[config.mk]
export PLATFORM = sky130hd
export DESIGN_NAME = swd_watchdog
export DESIGN_NICKNAME = d
export VERILOG_FILES = /design/src/rtl/swd_pkg.sv /design/src/rtl/swd_watchdog.sv
export SDC_FILE = /design/constraint.sdc
export NUM_CORES = 1
export LEC_CHECK = 0
export BUFFER_PORTS_ARGS = -buffer_cell sky130_fd_sc_hd__buf_2
export CAP_MARGIN = 20
export CORE_MARGIN = 2
export CORE_UTILIZATION = 60
export CTS_BUF_LIST = sky130_fd_sc_hd__clkbuf_8
export DETAILED_ROUTE_END_ITERATION = 12
export GPL_ROUTABILITY_DRIVEN = 0
export PLACE_DENSITY_LB_ADDON = 0.15
export SLEW_MARGIN = 10
export SYNTH_ARGS = -nofsm -noshare
export SYNTH_HDL_FRONTEND = slang
export SYNTH_SLANG_ARGS = --single-unit
[constraint.sdc]
create_clock -name core_clk_i -period 4.1 [get_ports core_clk_i]
set_clock_uncertainty 0.15 [all_clocks]
set_input_delay 0.41 -clock core_clk_i [delete_from_list [all_inputs] [get_ports core_clk_i]]
set_output_delay 0.41 -clock core_clk_i [all_outputs]
set_load 0.02 [all_outputs]
[src/rtl/swd_pkg.sv]
// Purpose: shared constants, types and state layout for the software
//          watchdog timer.
// Assumes: 8-bit special-function register space, one system clock.
// Notes:   offsets are byte addresses in that space.
package swd_pkg;

  // register space geometry
  localparam int unsigned SWD_ADDR_W = 8;
  localparam int unsigned SWD_DATA_W = 8;

  // register offsets
  localparam logic [7:0] SWD_RELOAD_ADDR = 8'h86;
  localparam logic [7:0] SWD_INTERRUPT_ENABLE_ZERO_ADDR = 8'hA8;
  localparam logic [7:0] SWD_IP0_ADDR = 8'hA9;
  localparam logic [7:0] SWD_CTRL_ADDR = 8'hF9;
  localparam logic [7:0] SWD_EVT_STAT_ADDR = 8'hFA;
  localparam logic [7:0] SWD_EVT_MASK_ADDR = 8'hFB;

  // field positions
  localparam int unsigned SWD_PSEL_BIT = 7;
  localparam int unsigned SWD_REFRESH_BIT = 6;
  localparam int unsigned SWD_EXPIRY_BIT = 6;
  localparam int unsigned SWD_START_BIT = 0;
  localparam int unsigned SWD_RUN_RD_BIT = 1;
  localparam int unsigned SWD_PEND_RD_BIT = 2;
  localparam int unsigned SWD_RELOAD_HI_W = 7;

  // event bits of the status and mask registers
  localparam int unsigned SWD_EVT_W = 3;
  localparam int unsigned SWD_EVT_EXPIRE = 0;
  localparam int unsigned SWD_EVT_RELOAD = 1;
  localparam int unsigned SWD_EVT_LAPSE = 2;

  // reset values
  localparam logic [7:0] SWD_REG_RESET = 8'h00;
  localparam logic [7:0] SWD_LOW_BYTE_CLR = 8'h00;
  localparam logic [7:0] SWD_READ_ZERO = 8'h00;

  // timing, in system clock cycles
  localparam logic [3:0] SWD_MC_DIV = 4'hC;        // clocks per machine cycle
  localparam logic [0:0] SWD_PRE_A_LAST = 1'h1;    // divide-by-2 stage
  localparam logic [3:0] SWD_PRE_B_LAST = 4'hF;    // divide-by-16 stage
  localparam int unsigned SWD_REFRESH_WIN = 12;
  localparam logic [15:0] SWD_EXPIRE_VAL = 16'h7CFF;

  // run state of the watchdog
  typedef enum logic [0:0] {
    SWD_STOPPED = 1'b0,
    SWD_RUNNING = 1'b1
  } swd_run_e;

  // one register bus request
  typedef struct packed {
    logic wr;
    logic rd;
    logic [SWD_ADDR_W-1:0] addr;
    logic [SWD_DATA_W-1:0] wdata;
  } swd_bus_req_s;

  // complete state of the watchdog block
  typedef struct packed {
    swd_run_e run;
    logic [15:0] cnt;
    logic [3:0] mc;
    logic [0:0] pa;
    logic [3:0] pb;
    logic [3:0] win;
    logic [7:0] reload;
    logic [7:0] interrupt_enable_zero;
    logic [7:0] ip0;
    logic [SWD_EVT_W-1:0] evt;
    logic [SWD_EVT_W-1:0] mask;
    logic [7:0] rdata;
    logic exp;
    logic irq;
  } swd_state_s;

endpackage

[src/rtl/swd_watchdog.sv]
// Purpose: software watchdog timer with reload register, two-write
//          refresh sequence, sticky expiry flag and reset request.
// Assumes: register port on the system clock; resets are synchronous.
// Notes:   the watchdog-caused reset spares the expiry flag so firmware
//          can tell why it restarted.

// Summary of operation
// (RULE1) 16-bit counter, step every 24 or 384
// (RULE2) divide-by-2 then optional divide-by-16 prescale
// (RULE3) after reset: stopped, everything zero
// (RULE4) software cannot stop it once running
// (RULE5) writing start bit begins counting
// (RULE6) counter at 0x7CFF raises expiry status
// (RULE7) expiry sets priority bit 6, requests reset
// (RULE8) expiry drops on reset or counter change
// (RULE9) start must follow refresh within 12 cycles
// (RULE10) refresh lapses after 12 cycles, no reload
// (RULE11) start inside window reloads, clears refresh
// (RULE12) expiry flag survives own reset, clearable
// (RULE13) reload bit 7 adds divide-by-16 stage
// (RULE14) reload bits 6..0 load counter high byte
// (RULE15) enable bit 6 is refresh, not masking
// (RULE16) refresh clears low byte and top bit
// (RULE17) start bit reads zero after acting
module swd_watchdog
  import swd_pkg::*;
#(
  parameter int unsigned REFRESH_WIN = SWD_REFRESH_WIN
) (
  // clock and resets
  input wire logic core_clk_i,
  input wire logic rst_b_i,
  input wire logic wdog_rst_b_i,
  // register port
  input wire swd_bus_req_s bus_i,
  output logic [SWD_DATA_W-1:0] rdata_o,
  // status and requests
  output logic running_o,
  output logic expiry_o,
  output logic reset_req_o,
  output logic irq_o
);

  // the window counter is four bits wide
  generate
    if (REFRESH_WIN < 1 || REFRESH_WIN > 15) begin : g_bad_win
      $error("REFRESH_WIN must lie in 1..15");
    end
  endgenerate

  localparam logic [3:0] WIN_LAST = 4'(REFRESH_WIN - 1);

  swd_state_s st_reg;
  swd_state_s st_next;

  logic mc_wrap;
  logic pa_wrap;
  logic pb_wrap;
  logic tick;
  logic wr_interrupt_enable_zero;
  logic wr_start;
  logic do_reload;
  logic lapse;

  // address match of a request; used by the write decode, the read decode has its own case
  function automatic logic hit(input swd_bus_req_s req,
                               input logic [7:0] target);
    hit = (req.addr == target);
  endfunction

  // prescaler chain: machine cycle, divide-by-2, optional divide-by-16
  always_comb begin
    // (RULE2) fixed then optional
    mc_wrap = (st_reg.mc == SWD_MC_DIV - 4'h1);
    pa_wrap = mc_wrap && (st_reg.pa == SWD_PRE_A_LAST);
    pb_wrap = pa_wrap && (st_reg.pb == SWD_PRE_B_LAST);
    // (RULE13) prescale select steers
    // (RULE1) one step per 24/384
    tick = (st_reg.run == SWD_RUNNING) &&
           (st_reg.reload[SWD_PSEL_BIT] ? pb_wrap : pa_wrap);
  end

  // refresh sequence decode
  always_comb begin
    wr_interrupt_enable_zero = bus_i.wr && hit(bus_i, SWD_INTERRUPT_ENABLE_ZERO_ADDR);
    // (RULE5) start bit write
    wr_start = bus_i.wr && hit(bus_i, SWD_CTRL_ADDR) &&
               bus_i.wdata[SWD_START_BIT];
    // (RULE11) start inside window
    do_reload = wr_start && st_reg.interrupt_enable_zero[SWD_REFRESH_BIT];
    // (RULE10) window ran out
    lapse = st_reg.interrupt_enable_zero[SWD_REFRESH_BIT] && !wr_start &&
            (st_reg.win == WIN_LAST);
  end

  // next state of the whole block
  always_comb begin
    st_next = st_reg;

    // (RULE4) only a start, never a stop
    if (wr_start) begin
      st_next.run = SWD_RUNNING;
    end

    // prescalers only move while running
    if (st_reg.run == SWD_RUNNING) begin
      st_next.mc = mc_wrap ? 4'h0 : st_reg.mc + 4'h1;
      if (mc_wrap) begin
        st_next.pa = st_reg.pa + 1'h1;
      end
      if (pa_wrap && st_reg.reload[SWD_PSEL_BIT]) begin
        st_next.pb = st_reg.pb + 4'h1;
      end
    end

    // counter: reload wins over a step; wraps past all ones
    if (do_reload) begin
      // (RULE14) high byte from reload
      // (RULE16) low byte and msb cleared
      st_next.cnt = {1'b0, st_reg.reload[SWD_RELOAD_HI_W-1:0],
                     SWD_LOW_BYTE_CLR};
      st_next.mc = 4'h0;
      st_next.pa = 1'h0;
      st_next.pb = 4'h0;
    end else if (tick) begin
      st_next.cnt = st_reg.cnt + 16'h0001;
    end

    // register writes; refresh bit is set by software, cleared by us
    if (bus_i.wr && hit(bus_i, SWD_RELOAD_ADDR)) begin
      st_next.reload = bus_i.wdata;
    end
    // (RULE15) refresh bit, set only
    if (wr_interrupt_enable_zero) begin
      st_next.interrupt_enable_zero = bus_i.wdata;
      st_next.interrupt_enable_zero[SWD_REFRESH_BIT] = st_reg.interrupt_enable_zero[SWD_REFRESH_BIT] |
                                      bus_i.wdata[SWD_REFRESH_BIT];
    end
    if (bus_i.wr && hit(bus_i, SWD_IP0_ADDR)) begin
      st_next.ip0 = bus_i.wdata;
    end
    if (bus_i.wr && hit(bus_i, SWD_EVT_MASK_ADDR)) begin
      st_next.mask = bus_i.wdata[SWD_EVT_W-1:0];
    end

    // window timing for a pending refresh
    if (wr_interrupt_enable_zero && bus_i.wdata[SWD_REFRESH_BIT] &&
        !st_reg.interrupt_enable_zero[SWD_REFRESH_BIT]) begin
      st_next.win = 4'h0;
    end else if (st_reg.interrupt_enable_zero[SWD_REFRESH_BIT]) begin
      st_next.win = st_reg.win + 4'h1;
    end
    // (RULE9) start needed within window
    // (RULE10) self-clear, no reload
    // (RULE11) clear after reload
    if (lapse || do_reload) begin
      st_next.interrupt_enable_zero[SWD_REFRESH_BIT] = 1'b0;
      st_next.win = 4'h0;
    end

    // (RULE6) expiry tracks counter value
    // (RULE8) drops once counter moves
    st_next.exp = (st_next.run == SWD_RUNNING) &&
                  (st_next.cnt == SWD_EXPIRE_VAL);

    // (RULE7) expiry sets priority bit 6
    // (RULE12) set wins over software clear
    if (st_reg.exp) begin
      st_next.ip0[SWD_EXPIRY_BIT] = 1'b1;
    end

    // sticky events, write one to clear, a new event wins the clear
    if (bus_i.wr && hit(bus_i, SWD_EVT_STAT_ADDR)) begin
      st_next.evt = st_reg.evt & ~bus_i.wdata[SWD_EVT_W-1:0];
    end
    if (st_reg.exp) begin
      st_next.evt[SWD_EVT_EXPIRE] = 1'b1;
    end
    if (do_reload) begin
      st_next.evt[SWD_EVT_RELOAD] = 1'b1;
    end
    if (lapse) begin
      st_next.evt[SWD_EVT_LAPSE] = 1'b1;
    end
    st_next.irq = |(st_next.evt & st_next.mask);

    // read data stand one cycle after the strobe; unmapped reads zero
    st_next.rdata = SWD_READ_ZERO;
    if (bus_i.rd) begin
      case (bus_i.addr)
        SWD_RELOAD_ADDR: st_next.rdata = st_reg.reload;
        SWD_INTERRUPT_ENABLE_ZERO_ADDR: st_next.rdata = st_reg.interrupt_enable_zero;
        SWD_IP0_ADDR: st_next.rdata = st_reg.ip0;
        // (RULE17) start reads back zero
        SWD_CTRL_ADDR: begin
          st_next.rdata[SWD_RUN_RD_BIT] = (st_reg.run == SWD_RUNNING);
          st_next.rdata[SWD_PEND_RD_BIT] = st_reg.interrupt_enable_zero[SWD_REFRESH_BIT];
        end
        SWD_EVT_STAT_ADDR: st_next.rdata[SWD_EVT_W-1:0] = st_reg.evt;
        SWD_EVT_MASK_ADDR: st_next.rdata[SWD_EVT_W-1:0] = st_reg.mask;
        default: st_next.rdata = SWD_READ_ZERO;
      endcase
    end

    // (RULE12) own reset spares expiry flag
    if (!wdog_rst_b_i) begin
      st_next = '0;
      st_next.ip0[SWD_EXPIRY_BIT] = st_reg.ip0[SWD_EXPIRY_BIT];
    end
  end

  // state register; full reset clears everything
  always_ff @(posedge core_clk_i) begin
    // (RULE3) all zero, stopped
    if (!rst_b_i) begin
      st_reg <= '0;
    end else begin
      st_reg <= st_next;
    end
  end

  // outputs straight from the state register
  always_comb begin
    rdata_o = st_reg.rdata;
    running_o = (st_reg.run == SWD_RUNNING);
    expiry_o = st_reg.exp;
    // (RULE7) expiry requests reset
    reset_req_o = st_reg.exp;
    irq_o = st_reg.irq;
  end

endmodule

==> run summary <==
CP arrival: 2.79 ns
Max-Cap Viols: 0
Synth-to-Final Area Change: 7.78%
pre-CTS setup slack: 1.29 ns
EDFF count, synth: 0
vias per cell: 5.84
total routed wirelength: 7480 um
Starting Density: 0.621
share of cells above drive strength 1: 0.141
design area: 3710 um2
GRT Total Usage: 0.247
GRT busiest layer: met2
Seq cells post-synth: 70
DRT iter0 DRCs: 228
number of nets in the layout: 446
diode count: 0
Post-Syn Area per Cell: 8.46 um2
cells after synthesis: 407
placed instance count: 482
H-tree levels: 3
Rows: 27
Synth cell types: 52
met1 GRT Util: 0.357
detailed placement HPWL: 5300 um
Num CTS Buffers: 9
CTS root buf: clkbuf_8
post-synth top area cell: dfxtp_1
CTS tree: built
CP Max Fanout: 9
leakage power: 1.36 nW
ranking of synthesized cells by area: dfxtp_1, mux2i_1, nor2_1
post-route setup slack: 1.40 ns
RSZ-0062 raised after global routing: no
die width: 79.8 um
sequential area share after synthesis: 0.407
highest-count cells in the layout ignoring fill and taps: dfxtp_1, nor2_1, nand2_1
Yosys warning count: 0
antenna violations before repair: 0
via count: 2,910
minimum clock period after layout: 2.70 ns
outcome: finished, final reports clean
Post-CTS Hold Buffers: 0
post-CTS setup buffers: 0
DIE AREA: 6360 um2
First-pass DRT Iterations: 5
# fillers: 473
Worst EP required: 4.19 ns
IO Count: 33
first-pass GRT wire length: 12,300 um
reg2reg start: st_reg[49]$_SDFFE_PP0P_
type of origin of the critical path: flop
Worst Max-Slew Pin Slew: 0.701 ns
setup TNS: 0 ns
synthesized net count: 432
max FFs per register: 59
grt total ovfl: 0
maximum clock path buffer count: 2
DRC viols: 0
Hold Startpoint: bus_i[7]
port bufs: 32
Skew-Pair Late Insertion Delay: 0.36 ns
commonest non-fill, non-tap cell in the layout: dfxtp_1
crit share post-route: 0.660
Num Clock Sinks: 70
CP Class: reg2reg
pwr/cell area: 338 nW/um2
Critical Path End Type: flop
largest net degree at the start of global routing: 37
Max Fclk: 370 MHz
Global Route met3 Usage: 0.0430
Max-Slew Margin vs Limit: 0.529
max-slew violation count: 0
WL per Instance: 15.0 um
R2R setup slack: 1.40 ns
reg2reg end: expiry_o$_SDFF_PN0_
count of non-filler cells in the finished layout: 498
Reg clk slew, reported paths: 0.10 ns
Tot Pwr: 1.25 mW
Die H: 79.8 um
vias in the first global route: 2,619
Primary FF master, synth: dfxtp_1
R2R depth: 8
Hold Path Cell Cnt: 3
WHS Endpoint: st_reg[31]$_SDFFE_PN0P_
met2 usage: 0.358
top cell type's share of synthesized area: 0.407
Resized cells post-CTS: 0
Final setup violation count: 0
post-route ant nets: 0
Hold Path Class: in2reg
Post-Place Cell Area: 3530 um2
final hold vios: 0
core area: 5540 um2
Peak VDD IR: 0.179 mV
Synth async-reset ratio: 0
Post-Synthesis Cell Area: 3440 um2
-- per-layer routing --
metal	share of wire	routed length [um]	vias to the layer above
li1	-	-	1444
met1	0.49	3650	1364
met2	0.44	3270	86
met3	0.057	427	16
met4	0.018	136	0
met5	0	0	-
-- how the worst max path moves through the flow --
stage / startpoint / end / slack, ns / depth (start not counted)
6_report: st_reg[49]$_SDFFE_PP0P_ / expiry_o$_SDFF_PN0_ / 1.40 / 8
2_1_floorplan: running_o$_SDFF_PN0_ / expiry_o$_SDFF_PN0_ / 1.83 / 8
3_3_place_gp: bus_i[9] / st_reg[43]$_SDFFE_PP0P_ / 1.34 / 6
4_1_cts: st_reg[49]$_SDFFE_PP0P_ / expiry_o$_SDFF_PN0_ / 1.40 / 8
3_5_place_dp: bus_i[9] / st_reg[40]$_SDFFE_PP0P_ / 1.29 / 6
5_1_grt: st_reg[49]$_SDFFE_PP0P_ / expiry_o$_SDFF_PN0_ / 1.16 / 8
-- per-stage QoR --
stage	hold slack, ns	utilization
floorplan	0.286	-
global placement	0.292	0.636
detailed placement	0.298	0.636
CTS	0.157	0.670
global route	0.175	0.670
finish	0.167	0.670
-- area by class of cell --
| type | instances | area, um2 | share of cell area |
|---|---|---|---|
| clock buffer | 9 | 124 | 0.0334 |
| clock inverter | 7 | 61.3 | 0.0165 |
| inverter | 5 | 18.8 | 0.00506 |
| multi-input combinational | 302 | 1850 | 0.498 |
| sequential | 70 | 1400 | 0.378 |
| tap | 72 | 90.1 | 0.0243 |
| timing repair buffer | 33 | 168 | 0.0452 |
-- worst max-delay path: stages (launching register included) --
cell and delay (ns):
dfxtp_1 0.39, ha_1 0.29, nand4b_4 0.20, a211oi_2 0.63, nand4_1 0.19, xnor2_1 0.16, mux2i_1 0.18, o21ai_0 0.14
a2111oi_2 0.25
-- cells by family after synthesis --
group / share of synthesized area
AOI/OAI and AO/OA: 0.122
xor gates and xnor gates: 0.0560
adders and majority gates: 0.0145
buffers and inverters: 0.0563
DFF: 0.407
muxes: 0.0818
and+or+nand+nor: 0.263
-- power by group --
part           total, mW  leakage (nW)  switching [mW]  internal [mW]
registers          0.679         0.563        0.000119          0.679
clock network      0.531        0.0892           0.299          0.232
logic             0.0438         0.710          0.0299         0.0139
-- cell usage after synthesis, types with 2 or more instances --
library cell and instances:
nand3_1 21, o21ai_0 7, nor3_1 7, a31oi_1 3, ha_1 4, nand2b_1 3
o21a_1 2, and2_1 2, xor2_1 14, xnor2_1 8, nand4_1 10, and3_1 5
clkbuf_1 11, nand4b_1 5, buf_4 10, nor2_1 66, nor3b_1 2, buf_2 3
a211oi_1 5, a221oi_1 2, a21oi_1 29, clkbuf_2 3, inv_1 5, o22ai_1 4
nand3b_1 2, mux2i_1 27, nand2_1 50, a211oi_4 2, dfxtp_1 70, nor4b_1 3
(Power assumes the default switching activity.)
